==> config.mk <==
export PLATFORM = sky130hd
export DESIGN_NAME = tpc_timer
export DESIGN_NICKNAME = d
export VERILOG_FILES = /design/src/core/tpc_pkg.sv /design/src/core/tpc_timer.sv
export SDC_FILE = /design/constraint.sdc
export NUM_CORES = 1
export LEC_CHECK = 0
export ABC_CLOCK_PERIOD_IN_PS = 3600
export BUFFER_PORTS_ARGS = -buffer_cell sky130_fd_sc_hd__buf_4
export CAP_MARGIN = 10
export CORE_UTILIZATION = 39
export DETAILED_ROUTE_END_ITERATION = 7
export GPL_TIMING_DRIVEN = 0
export PLACE_DENSITY = 0.57
export SYNTH_ARGS = -nofsm -noshare
export SYNTH_HDL_FRONTEND = slang
export SYNTH_SLANG_ARGS = --single-unit
==> constraint.sdc <==
create_clock -name hclk -period 3.6 [get_ports hclk]
set_input_delay 0.18 -clock hclk [delete_from_list [all_inputs] [get_ports hclk]]
set_output_delay 0.18 -clock hclk [all_outputs]
set_load 0.02 [all_outputs]
==> src/core/tpc_pkg.sv <==
/*
 * Shared constants and types for the 16-bit timer with compare, capture and PWM.
 * Assumes a single 10 MHz system clock and one word-aligned register per bus word.
 */
package tpc_pkg;

   ////////////////////////////////////////////////////////////////////////////
   // Register indices; byte address is four times the index
   localparam logic [7:0] IDX_CAPTURE_LOW  = 8'h26;
   localparam logic [7:0] IDX_CAPTURE_HIGH = 8'h27;
   localparam logic [7:0] IDX_COMPARE_LOW  = 8'h2A;
   localparam logic [7:0] IDX_COMPARE_HIGH = 8'h2B;
   localparam logic [7:0] IDX_COUNT_LOW    = 8'h2C;
   localparam logic [7:0] IDX_COUNT_HIGH   = 8'h2D;
   localparam logic [7:0] IDX_CTRL_B       = 8'h2E;
   localparam logic [7:0] IDX_CTRL_A       = 8'h2F;
   localparam logic [7:0] IDX_FLAGS        = 8'h38;
   localparam logic [7:0] IDX_MASK         = 8'h39;

   ////////////////////////////////////////////////////////////////////////////
   // Field positions in the flag and mask registers
   localparam int FLAG_OVF = 0;
   localparam int FLAG_CMP = 1;
   localparam int FLAG_CAP = 2;

   ////////////////////////////////////////////////////////////////////////////
   // Clock source codes
   localparam logic [2:0] CS_STOP  = 3'h0;
   localparam logic [2:0] CS_DIV1  = 3'h1;
   localparam logic [2:0] CS_DIV8  = 3'h2;
   localparam logic [2:0] CS_DIV64 = 3'h3;
   localparam logic [2:0] CS_DIV256  = 3'h4;
   localparam logic [2:0] CS_DIV1024 = 3'h5;
   localparam logic [2:0] CS_EXT_FALL = 3'h6;
   localparam logic [2:0] CS_EXT_RISE = 3'h7;

   // Prescaler masks: tick when the masked bits are all ones
   localparam logic [9:0] PRE_MASK8    = 10'h007;
   localparam logic [9:0] PRE_MASK64   = 10'h03F;
   localparam logic [9:0] PRE_MASK256  = 10'h0FF;
   localparam logic [9:0] PRE_MASK1024 = 10'h3FF;

   ////////////////////////////////////////////////////////////////////////////
   // PWM tops
   localparam logic [15:0] TOP_8BIT  = 16'h00FF;
   localparam logic [15:0] TOP_9BIT  = 16'h01FF;
   localparam logic [15:0] TOP_10BIT = 16'h03FF;
   localparam logic [15:0] COUNT_MAX = 16'hFFFF;

   // Reset values
   localparam logic [15:0] RST_WORD = 16'h0000;
   localparam logic [7:0]  RST_BYTE = 8'h00;

   // Capture filter length in samples
   localparam int FILTER_LEN = 4;

   ////////////////////////////////////////////////////////////////////////////
   // Control register A: bit7..6 output mode, bit1..0 PWM width
   typedef struct packed {
      logic [1:0] out_mode;
      logic [3:0] rsvd;
      logic [1:0] pwm_width;
   } tpc_ctrl_a_t;

   // Control register B: filter, edge, reserved, clear-on-match, clock source
   typedef struct packed {
      logic       capture_filter_en;
      logic       capture_edge_sel;
      logic [1:0] rsvd;
      logic       clear_on_match;
      logic [2:0] clock_source;
   } tpc_ctrl_b_t;

endpackage : tpc_pkg

==> src/core/tpc_timer.sv <==
/*
 * 16-bit timer/counter with output compare, input capture and phase-correct PWM,
 * reached over an AHB-Lite slave port.
 * Assumes one clock (hclk) and that pins arrive asynchronously.
 */
// Decided for this implementation: register access over AHB-Lite.
// What this block does
// - Source 0 stops; 1..5 tick at clock over 1,8,64,256,1024.
// - Sources 6/7 count falling/rising external pin edges.
// - External pin edges count even when the pin drives out.
// - Count high write fills latch; low write loads all 16 bits.
// - Count low read copies high byte to latch; high read returns latch.
// - After a count write, counting resumes from that value next timer tick.
// - Counts up normally, up/down in PWM; always readable and writable.
// - Compare high write goes to latch; low write updates both bytes.
// - Compare value checked continuously against count; match acts.
// - Selected capture edge copies count to capture and sets flag.
// - Capture low read moves capture high byte into latch.
// - PWM counts zero up to 255, 511 or 1023, then down to zero.
// - PWM period is timer clock over 510, 1022 or 2046.
// - PWM match uses only the low 8, 9 or 10 compare bits.
// - PWM codes 0,1 disconnect; code 2 clears up, sets down; 3 opposite.
// - PWM compare writes are buffered, taken into use when count reaches top.
// - Compare read returns the most recently written, buffered value.
// - Compare zero or top gives constant low/high for code 2, reverse for 3.
// - In PWM the overflow flag sets when the count turns at zero.
// - Request when flag, own enable and global enable all set.
// - Edge select clear picks falling capture edge, set picks rising.
// - With filter on, four equal samples are needed to capture.
// - Outside PWM, clear-on-match zeroes count the cycle after a match.
// - PWM width field: 0 off, 1/2/3 give 8/9/10-bit PWM.
`timescale 1ns/100ps
`default_nettype none

module tpc_timer (
   input  wire logic        hclk,
   input  wire logic        hresetn,
   input  wire logic        hsel,
   input  wire logic [31:0] haddr,
   input  wire logic [1:0]  htrans,
   input  wire logic        hwrite,
   input  wire logic [2:0]  hsize,
   input  wire logic [31:0] hwdata,
   input  wire logic        hready,
   output logic             hreadyout,
   output logic             hresp,
   output logic [31:0]      hrdata,
   input  wire logic        ext_count_pin,
   input  wire logic        capture_pin,
   input  wire logic        global_int_en,
   output logic             compare_out_pin,
   output logic             compare_out_en,
   output logic             overflow_req,
   output logic             compare_req,
   output logic             capture_req
);

   ////////////////////////////////////////////////////////////////////////////
   // Declarations
   tpc_pkg::tpc_ctrl_a_t ctrl_a_ff;
   tpc_pkg::tpc_ctrl_b_t ctrl_b_ff;
   logic [15:0] count_ff;
   logic [15:0] nxt_count;
   logic        dir_down_ff;
   logic        nxt_dir_down;
   logic [15:0] compare_ff;
   logic [15:0] compare_act_ff;
   logic [15:0] capture_ff;
   logic [7:0]  temp_ff;
   logic [2:0]  flags_ff;
   logic [2:0]  mask_ff;
   logic [2:0]  req_ff;
   logic [9:0]  presc_ff;
   logic        ext_s1_ff, ext_s2_ff, ext_s3_ff;
   logic        cap_s1_ff, cap_s2_ff;
   logic [2:0]  cap_hist_ff;
   logic        cap_lvl_ff, cap_lvl_d_ff;
   logic        out_ff;
   logic        match_ff;
   logic        tick;
   logic        pwm_on;
   logic [15:0] top;
   logic [15:0] cmp_m;
   logic        ovf_evt;
   logic        top_evt;
   logic        pwm_match;
   logic        cap_evt;
   logic        aphase;
   logic        dp_wr_ff, dp_rd_ff, rd_done_ff;
   logic [7:0]  dp_idx_ff;
   logic [31:0] hrdata_ff;
   logic        wr_en, rd_en;
   logic [7:0]  wbyte;
   logic [7:0]  rd_val;

   ////////////////////////////////////////////////////////////////////////////
   // Bus decode
   assign aphase    = hsel & htrans[1] & hready;
   assign hreadyout = ~(dp_rd_ff & ~rd_done_ff);
   assign hresp     = 1'b0;
   assign hrdata    = hrdata_ff;
   assign wr_en     = dp_wr_ff;
   assign rd_en     = dp_rd_ff & ~rd_done_ff;
   assign wbyte     = hwdata[7:0];

   // Address and data phase tracking
   always_ff @(posedge hclk or negedge hresetn) begin
      if (!hresetn) begin
         dp_wr_ff   <= 1'b0;
         dp_rd_ff   <= 1'b0;
         rd_done_ff <= 1'b0;
         dp_idx_ff  <= tpc_pkg::RST_BYTE;
      end else begin
         if (rd_en) begin
            rd_done_ff <= 1'b1;
         end
         if (hready) begin
            dp_wr_ff   <= aphase & hwrite;
            dp_rd_ff   <= aphase & ~hwrite;
            rd_done_ff <= 1'b0;
            dp_idx_ff  <= haddr[9:2];
         end
      end
   end

   // Read mux; count and capture high bytes return the shared latch
   always_comb begin
      rd_val = 8'h00;
      case (dp_idx_ff)
         tpc_pkg::IDX_CAPTURE_LOW:  rd_val = capture_ff[7:0];
         tpc_pkg::IDX_CAPTURE_HIGH: rd_val = temp_ff;
         tpc_pkg::IDX_COMPARE_LOW:  rd_val = compare_ff[7:0];
         tpc_pkg::IDX_COMPARE_HIGH: rd_val = compare_ff[15:8];
         tpc_pkg::IDX_COUNT_LOW:    rd_val = count_ff[7:0];
         tpc_pkg::IDX_COUNT_HIGH:   rd_val = temp_ff;
         tpc_pkg::IDX_CTRL_A:       rd_val = {ctrl_a_ff.out_mode, 4'h0, ctrl_a_ff.pwm_width};
         tpc_pkg::IDX_CTRL_B:       rd_val = {ctrl_b_ff[7:6], 2'h0, ctrl_b_ff[3:0]};
         tpc_pkg::IDX_FLAGS:        rd_val = {5'h00, flags_ff};
         tpc_pkg::IDX_MASK:         rd_val = {5'h00, mask_ff};
         default:                   rd_val = 8'h00;
      endcase
   end

   // Read data register, one wait state
   always_ff @(posedge hclk or negedge hresetn) begin
      if (!hresetn) begin
         hrdata_ff <= 32'h0000_0000;
      end else if (rd_en) begin
         hrdata_ff <= {24'h00_0000, rd_val};
      end
   end

   ////////////////////////////////////////////////////////////////////////////
   // Shared high-byte latch
   always_ff @(posedge hclk or negedge hresetn) begin
      if (!hresetn) begin
         temp_ff <= tpc_pkg::RST_BYTE;
      end else if (wr_en && (dp_idx_ff == tpc_pkg::IDX_COUNT_HIGH ||
                             dp_idx_ff == tpc_pkg::IDX_COMPARE_HIGH)) begin
         temp_ff <= wbyte;
      end else if (rd_en && dp_idx_ff == tpc_pkg::IDX_COUNT_LOW) begin
         temp_ff <= count_ff[15:8];
      end else if (rd_en && dp_idx_ff == tpc_pkg::IDX_CAPTURE_LOW) begin
         temp_ff <= capture_ff[15:8];
      end
   end

   // Control registers
   always_ff @(posedge hclk or negedge hresetn) begin
      if (!hresetn) begin
         ctrl_a_ff <= tpc_pkg::RST_BYTE;
         ctrl_b_ff <= tpc_pkg::RST_BYTE;
         mask_ff   <= 3'h0;
      end else if (wr_en) begin
         if (dp_idx_ff == tpc_pkg::IDX_CTRL_A) begin
            ctrl_a_ff <= {wbyte[7:6], 4'h0, wbyte[1:0]};
         end
         if (dp_idx_ff == tpc_pkg::IDX_CTRL_B) begin
            ctrl_b_ff <= {wbyte[7:6], 2'h0, wbyte[3:0]};
         end
         if (dp_idx_ff == tpc_pkg::IDX_MASK) begin
            mask_ff <= wbyte[2:0];
         end
      end
   end

   ////////////////////////////////////////////////////////////////////////////
   // Pin synchronisers
   always_ff @(posedge hclk or negedge hresetn) begin
      if (!hresetn) begin
         ext_s1_ff <= 1'b0;
         ext_s2_ff <= 1'b0;
         ext_s3_ff <= 1'b0;
         cap_s1_ff <= 1'b0;
         cap_s2_ff <= 1'b0;
      end else begin
         ext_s1_ff <= ext_count_pin;
         ext_s2_ff <= ext_s1_ff;
         ext_s3_ff <= ext_s2_ff;
         cap_s1_ff <= capture_pin;
         cap_s2_ff <= cap_s1_ff;
      end
   end

   // Free-running prescaler
   always_ff @(posedge hclk or negedge hresetn) begin
      if (!hresetn) begin
         presc_ff <= 10'h000;
      end else begin
         presc_ff <= presc_ff + 10'h001;
      end
   end

   // Timer tick select
   always_comb begin
      case (ctrl_b_ff.clock_source)
         tpc_pkg::CS_STOP:     tick = 1'b0;
         tpc_pkg::CS_DIV1:     tick = 1'b1;
         tpc_pkg::CS_DIV8:     tick = &(presc_ff | ~tpc_pkg::PRE_MASK8);
         tpc_pkg::CS_DIV64:    tick = &(presc_ff | ~tpc_pkg::PRE_MASK64);
         tpc_pkg::CS_DIV256:   tick = &(presc_ff | ~tpc_pkg::PRE_MASK256);
         tpc_pkg::CS_DIV1024:  tick = &(presc_ff | ~tpc_pkg::PRE_MASK1024);
         tpc_pkg::CS_EXT_FALL: tick = ext_s3_ff & ~ext_s2_ff;
         tpc_pkg::CS_EXT_RISE: tick = ~ext_s3_ff & ext_s2_ff;
         default:              tick = 1'b0;
      endcase
   end

   ////////////////////////////////////////////////////////////////////////////
   // PWM width and top
   assign pwm_on = ctrl_a_ff.pwm_width != 2'h0;
   always_comb begin
      case (ctrl_a_ff.pwm_width)
         2'h1:    top = tpc_pkg::TOP_8BIT;
         2'h2:    top = tpc_pkg::TOP_9BIT;
         2'h3:    top = tpc_pkg::TOP_10BIT;
         default: top = tpc_pkg::COUNT_MAX;
      endcase
   end
   assign cmp_m = pwm_on ? (compare_act_ff & top) : compare_act_ff;

   // Next count and direction
   always_comb begin
      nxt_count    = count_ff;
      nxt_dir_down = dir_down_ff;
      ovf_evt      = 1'b0;
      top_evt      = 1'b0;
      if (!pwm_on) begin
         nxt_dir_down = 1'b0;
         nxt_count    = count_ff + 16'h0001;
         ovf_evt      = count_ff == tpc_pkg::COUNT_MAX;
      end else if (!dir_down_ff) begin
         if (count_ff >= top) begin
            nxt_dir_down = 1'b1;
            nxt_count    = top - 16'h0001;
            top_evt      = 1'b1;
         end else begin
            nxt_count = count_ff + 16'h0001;
         end
      end else begin
         if (count_ff == 16'h0000) begin
            nxt_dir_down = 1'b0;
            nxt_count    = 16'h0001;
            ovf_evt      = 1'b1;
         end else begin
            nxt_count = count_ff - 16'h0001;
         end
      end
   end

   assign pwm_match = pwm_on & tick & ((nxt_count & top) == cmp_m);

   // Counter; software write wins, then clear-on-match, then ticks
   always_ff @(posedge hclk or negedge hresetn) begin
      if (!hresetn) begin
         count_ff    <= tpc_pkg::RST_WORD;
         dir_down_ff <= 1'b0;
      end else if (wr_en && dp_idx_ff == tpc_pkg::IDX_COUNT_LOW) begin
         count_ff <= {temp_ff, wbyte};
      end else if (match_ff && !pwm_on && ctrl_b_ff.clear_on_match) begin
         count_ff <= 16'h0000;
      end else if (tick) begin
         count_ff    <= nxt_count;
         dir_down_ff <= nxt_dir_down;
      end else if (!pwm_on) begin
         dir_down_ff <= 1'b0;
      end
   end

   ////////////////////////////////////////////////////////////////////////////
   // Compare value and its active copy
   always_ff @(posedge hclk or negedge hresetn) begin
      if (!hresetn) begin
         compare_ff     <= tpc_pkg::RST_WORD;
         compare_act_ff <= tpc_pkg::RST_WORD;
      end else begin
         if (wr_en && dp_idx_ff == tpc_pkg::IDX_COMPARE_LOW) begin
            compare_ff <= {temp_ff, wbyte};
         end
         if (!pwm_on) begin
            compare_act_ff <= compare_ff;
         end else if (tick && top_evt) begin
            compare_act_ff <= compare_ff;
         end
      end
   end

   // Normal-mode match, seen in the same cycle as the count arrives
   always_ff @(posedge hclk or negedge hresetn) begin
      if (!hresetn) begin
         match_ff <= 1'b0;
      end else begin
         match_ff <= !pwm_on && tick && (nxt_count == cmp_m);
      end
   end

   // Compare output pin
   always_ff @(posedge hclk or negedge hresetn) begin
      if (!hresetn) begin
         out_ff <= 1'b0;
      end else if (pwm_match && ctrl_a_ff.out_mode[1]) begin
         if (cmp_m == 16'h0000) begin
            out_ff <= ctrl_a_ff.out_mode[0];
         end else if (cmp_m == top) begin
            out_ff <= ~ctrl_a_ff.out_mode[0];
         end else begin
            out_ff <= ctrl_a_ff.out_mode[0] ^ dir_down_ff;
         end
      end else if (match_ff) begin
         case (ctrl_a_ff.out_mode)
            2'h1:    out_ff <= ~out_ff;
            2'h2:    out_ff <= 1'b0;
            2'h3:    out_ff <= 1'b1;
            default: out_ff <= out_ff;
         endcase
      end
   end
   assign compare_out_pin = out_ff;
   assign compare_out_en  = pwm_on ? ctrl_a_ff.out_mode[1] : (ctrl_a_ff.out_mode != 2'h0);

   ////////////////////////////////////////////////////////////////////////////
   // Capture filter and edge detect
   always_ff @(posedge hclk or negedge hresetn) begin
      if (!hresetn) begin
         cap_hist_ff  <= 3'h0;
         cap_lvl_ff   <= 1'b0;
         cap_lvl_d_ff <= 1'b0;
      end else begin
         cap_hist_ff  <= {cap_hist_ff[1:0], cap_s2_ff};
         cap_lvl_d_ff <= cap_lvl_ff;
         if (!ctrl_b_ff.capture_filter_en) begin
            cap_lvl_ff <= cap_s2_ff;
         end else if ({cap_hist_ff, cap_s2_ff} == 4'hF) begin
            cap_lvl_ff <= 1'b1;
         end else if ({cap_hist_ff, cap_s2_ff} == 4'h0) begin
            cap_lvl_ff <= 1'b0;
         end
      end
   end
   assign cap_evt = ctrl_b_ff.capture_edge_sel ? (cap_lvl_ff & ~cap_lvl_d_ff)
                                               : (~cap_lvl_ff & cap_lvl_d_ff);

   // Capture register
   always_ff @(posedge hclk or negedge hresetn) begin
      if (!hresetn) begin
         capture_ff <= tpc_pkg::RST_WORD;
      end else if (cap_evt) begin
         capture_ff <= count_ff;
      end
   end

   ////////////////////////////////////////////////////////////////////////////
   // Flags: write one clears, a set in the same cycle wins
   always_ff @(posedge hclk or negedge hresetn) begin
      if (!hresetn) begin
         flags_ff <= 3'h0;
      end else begin
         for (int i = 0; i < 3; i++) begin
            if (wr_en && dp_idx_ff == tpc_pkg::IDX_FLAGS && wbyte[i]) begin
               flags_ff[i] <= 1'b0;
            end
         end
         if (tick && ovf_evt) begin
            flags_ff[tpc_pkg::FLAG_OVF] <= 1'b1;
         end
         if (match_ff || pwm_match) begin
            flags_ff[tpc_pkg::FLAG_CMP] <= 1'b1;
         end
         if (cap_evt) begin
            flags_ff[tpc_pkg::FLAG_CAP] <= 1'b1;
         end
      end
   end

   // Request outputs gated by masks and global enable
   always_ff @(posedge hclk or negedge hresetn) begin
      if (!hresetn) begin
         req_ff <= 3'h0;
      end else begin
         req_ff <= flags_ff & mask_ff & {3{global_int_en}};
      end
   end
   assign overflow_req = req_ff[tpc_pkg::FLAG_OVF];
   assign compare_req  = req_ff[tpc_pkg::FLAG_CMP];
   assign capture_req  = req_ff[tpc_pkg::FLAG_CAP];

endmodule // tpc_timer

`default_nettype wire

==> metrics.csv <==
stage,metric,value,unit
drt,Avg Vias per Cell,5.71,
sta,transition at the pin with the smallest max-transition slack,1.18,ns
die,count of pins on the block boundary,116,
worst_setup_path,category of the worst setup path launch point,register,
logic_synthesis,count of flip-flops with a built-in enable after synthesis,0,
sta,summed negative setup slack over all endpoints,-0.0328,ns
placed_design,routability cong.,0.945,
power,Total Power,5.32,mW
drt,DRC violations left,0,
worst_setup_path,CP max FO,7,
die,Floorplan Core Area,19600,um2
hold_path,Hold Crit Class,primary input to register,
drt,total via count after detailed routing,6879,
logic_synthesis,Synth Area per Inst,9.73,um2
final_layout,ratio of cells with drive above 1 in the final layout,0.268,
placed_design,HPWL after detailed placement,17.3,mm
clock_network,buffer type at the clock tree root,sky130_fd_sc_hd__clkbuf_16,
global_routing,number of antenna violations at the first check in global routing,0,
logic_synthesis,ranking of synthesized cells by instance count,"sky130_fd_sc_hd__dfrtp_1 (133), sky130_fd_sc_hd__nand2_1 (76), sky130_fd_sc_hd__mux2_2 (65)",
logic_synthesis,dominant register cell in the synthesized netlist,sky130_fd_sc_hd__dfrtp_1,
logic_synthesis,Synth Cell Area,7850,um2
sta,"Setup violations, final",1,
die,DIE WIDTH,144,um
final_layout,"non-filler cells, final",1204,
die,Die Area,20700,um2
sta,max-slew violations,0,
clock_network,number of H-tree levels,4,
clock_network,clock tree from TritonCTS,yes,
final_layout,area taken by flip-flops and latches,3330,um2
power,power per standard cell area,543,nW/um2
clock_network,CTS buffer count,17,
sta,worst-case setup margin in the final layout,-0.0328,ns
final_layout,total area of multi-input combinational cells,4360,um2
logic_synthesis,portion of synthesized cell area occupied by the leading cell type,0.424,
sta,minimum clock period after layout,3.63,ns
worst_setup_path,signal arrival time at the worst endpoint,3.95,ns
logic_synthesis,synthesized instance count,806,
final_layout,antenna diode count,0,
outcome,status,"complete, but fails checks",
sta,final-layout worst hold slack,0.0229,ns
sta,setup repair after global routing missed its margin,true,
logic_synthesis,async set-or-reset flop fraction in the synthesized netlist,1.00,
drt,routed wire length per instance,19.7,um
logic_synthesis,most frequent cell after synthesis,sky130_fd_sc_hd__dfrtp_1,
final_layout,net count reported at finish,1017,
worst_setup_path,type of the setup path with the least slack,register to register,
outcome,violations in the final reports,negative setup slack,
global_routing,via count of the first global-routing pass,6548,
worst_setup_path,crit end category,register,
power,peak ir drop on the vdd network,382,uV
final_layout,FILL cells,1822,
die,Die Ht,144,um
global_routing,wire length of the first global-routing pass,37.4,mm
sta,Setup Skew,0.0106,ns
global_routing,GR Util All Layers,0.245,
clock_network,number of clock sinks seen by CTS,133,
die,count of standard-cell rows,51,
sta,final hold viol count,0,
logic_synthesis,top area cells in the synthesized netlist,"sky130_fd_sc_hd__dfrtp_1 (42%), sky130_fd_sc_hd__mux2_2 (9.3%), sky130_fd_sc_hd__nand2_1 (3.6%)",
clock_network,clock insertion delay at the later pin of the skew report,0.43,ns
clock_network,clock-pin slew on the worst setup and hold paths,0.06,ns
placed_design,count of buffers from port buffering,38,
global_routing,residual overflow from global routing,0,
worst_setup_path,required time at the endpoint of the critical path,3.92,ns
drt,initial drt markers,596,
logic_synthesis,cell type with the highest aggregate area in the netlist,sky130_fd_sc_hd__dfrtp_1,
placed_design,standard cell area after detailed placement,8610,um2
logic_synthesis,count of warnings emitted by yosys,0,
drt,number of detailed-routing iterations run before antenna repair,7,
logic_synthesis,post-synthesis sequential element count,133,
clock_network,Clock Tree Buf Depth,2,
sta,final period utilization,1.01,
final_layout,Layout Area Growth over Synthesis,24.9,%
power,leakage,4.21,nW
final_layout,final non-filler cell area,9800,um2
sta,worst rel slew slack,0.207,
placed_design,"number of placed instances, taps included",1136,
sta,achievable frequency,275,MHz
drt,Routed Wire Length,23.7,mm
logic_synthesis,post-synthesis sequential area ratio,0.424,
global_routing,largest net degree at the start of global routing,96,
die,starting density of the core,0.400,
drt,Post-DRT Antenna Nets,0,
logic_synthesis,post-synthesis cell type count,85,
run,Max Cap Viol,0,
## sequential cells by signal (all words and copies together) (netlist names), 3 cells and up
register,cells
cap_hist_ff,3
capture_ff,16
compare_act_ff,16
compare_ff,16
count_ff,16
ctrl_a_ff,4
ctrl_b_ff,6
dp_idx_ff,8
flags_ff,3
hrdata,8
mask_ff,3
presc_ff,10
req_ff,3
temp_ff,8
## metal layers
layer  routed length, um  GRT usage  part of all wire
met1               10800      0.338              0.46
met2               11100      0.386              0.47
met3                1250     0.0360             0.053
met4                 625     0.0963             0.026
met5                   0          0                 0
## stage by stage
stage | util | setup WS, ns
after floorplan | - | 0.0128
final | 0.500 | -0.0328
after CTS | 0.493 | -0.0530
after detailed placement | 0.439 | -0.880
after global placement | 0.437 | -0.868
after global routing | 0.500 | -0.152
## logic make-up (layout without fill, tap and decap cells)
logic type,count (synthesis),after routing,share of synthesized area
and+or+nand+nor,259,259,0.173
AOI/OAI and AO/OA,197,197,0.168
DFF,133,133,0.424
buffers and inverters,89,198,0.0601
muxes,85,85,0.119
xor gates and xnor gates,28,28,0.0322
adders and majority gates,14,14,0.0223
other,1,25,0.000478
## layout make-up
class / count / share of cell area
Clock inverter: 14 / 0.0203
Tap cell: 265 / 0.0338
Multi-Input combinational cell: 608 / 0.445
Sequential cell: 133 / 0.340
Timing Repair Buffer: 78 / 0.0670
Inverter: 22 / 0.00881
Buffer: 66 / 0.0406
Clock buffer: 18 / 0.0448
## final timing paths
kind / from / cells after the start / end / slack (ns)
setup / recovery: ctrl_a_ff[1] / 17 / compare_out_pin / -0.03
hold / removal: global_int_en / 2 / req_ff[2] / 0.02
max in group asynchronous: hresetn / 3 / count_ff[8] / 2.58
min in group asynchronous: hresetn / 2 / dp_idx_ff[7] / 0.22
hold reg to reg: ext_s1_ff / 0 / ext_s2_ff / 0.35
setup reg to reg: ctrl_a_ff[1] / 17 / compare_out_pin / -0.03
## where the power goes
group / switching [mW] / total [mW] / leakage, nW / internal (mW)
registers: 0.126 / 1.75 / 1.63 / 1.63
logic: 0.976 / 1.70 / 2.26 / 0.728
clock network: 0.676 / 1.86 / 0.311 / 1.18
total: 1.78 / 5.32 / 4.21 / 3.54
## worst max-delay path: stages (launching register included)
cell and delay (ns):
sky130_fd_sc_hd__dfrtp_1 0.39, sky130_fd_sc_hd__inv_2 0.09, sky130_fd_sc_hd__ha_4 0.17, sky130_fd_sc_hd__inv_4 0.04
sky130_fd_sc_hd__clkbuf_16 0.15, sky130_fd_sc_hd__ha_4 0.25, sky130_fd_sc_hd__a31o_4 0.21, sky130_fd_sc_hd__a211o_1 0.35
sky130_fd_sc_hd__a211oi_4 0.25, sky130_fd_sc_hd__buf_12 0.16, sky130_fd_sc_hd__buf_6 0.10, sky130_fd_sc_hd__a211oi_4 0.07
sky130_fd_sc_hd__xor2_2 0.23, sky130_fd_sc_hd__a31oi_4 0.19, sky130_fd_sc_hd__nand4_1 0.14, sky130_fd_sc_hd__nand4b_1 0.28
sky130_fd_sc_hd__mux2i_1 0.16, sky130_fd_sc_hd__a311oi_1 0.27
## cells in the final DEF (no fill, tap or decap), types with 5 or more instances in the layout
cell,Yosys,routed
sky130_fd_sc_hd__a211oi_1,7,6
sky130_fd_sc_hd__a21oi_1,44,41
sky130_fd_sc_hd__a221oi_1,5,5
sky130_fd_sc_hd__a222oi_1,5,5
sky130_fd_sc_hd__a22oi_1,21,21
sky130_fd_sc_hd__a31oi_1,8,7
sky130_fd_sc_hd__and3_1,8,8
sky130_fd_sc_hd__and4_1,9,8
sky130_fd_sc_hd__buf_2,5,5
sky130_fd_sc_hd__buf_4,25,87
sky130_fd_sc_hd__clkbuf_1,31,29
sky130_fd_sc_hd__clkbuf_16,0,18
sky130_fd_sc_hd__clkinv_4,0,5
sky130_fd_sc_hd__conb_1,1,25
sky130_fd_sc_hd__dfrtp_1,133,133
sky130_fd_sc_hd__dlygate4sd3_1,0,11
sky130_fd_sc_hd__ha_1,14,10
sky130_fd_sc_hd__inv_1,21,17
sky130_fd_sc_hd__mux2_2,65,65
sky130_fd_sc_hd__mux2i_1,20,20
sky130_fd_sc_hd__nand2_1,76,75
sky130_fd_sc_hd__nand3_1,19,19
sky130_fd_sc_hd__nand3b_1,5,5
sky130_fd_sc_hd__nand4_1,17,17
sky130_fd_sc_hd__nor2_1,59,59
sky130_fd_sc_hd__nor2b_1,7,7
sky130_fd_sc_hd__nor3_1,9,9
sky130_fd_sc_hd__nor4_1,9,7
sky130_fd_sc_hd__o211ai_1,6,6
sky130_fd_sc_hd__o21ai_0,51,48
sky130_fd_sc_hd__xnor2_1,12,12
sky130_fd_sc_hd__xor2_1,15,14
## repair_timing
item	4_1_cts	5_1_grt
gates cloned	0	0
resized for setup	32	17
setup buffers	15	11
hold buffers	11	0
pin swaps	10	15
setup endpoints to repair	26	14
hold endpoints to repair	48	0
Power figures use the tool's default switching activity.
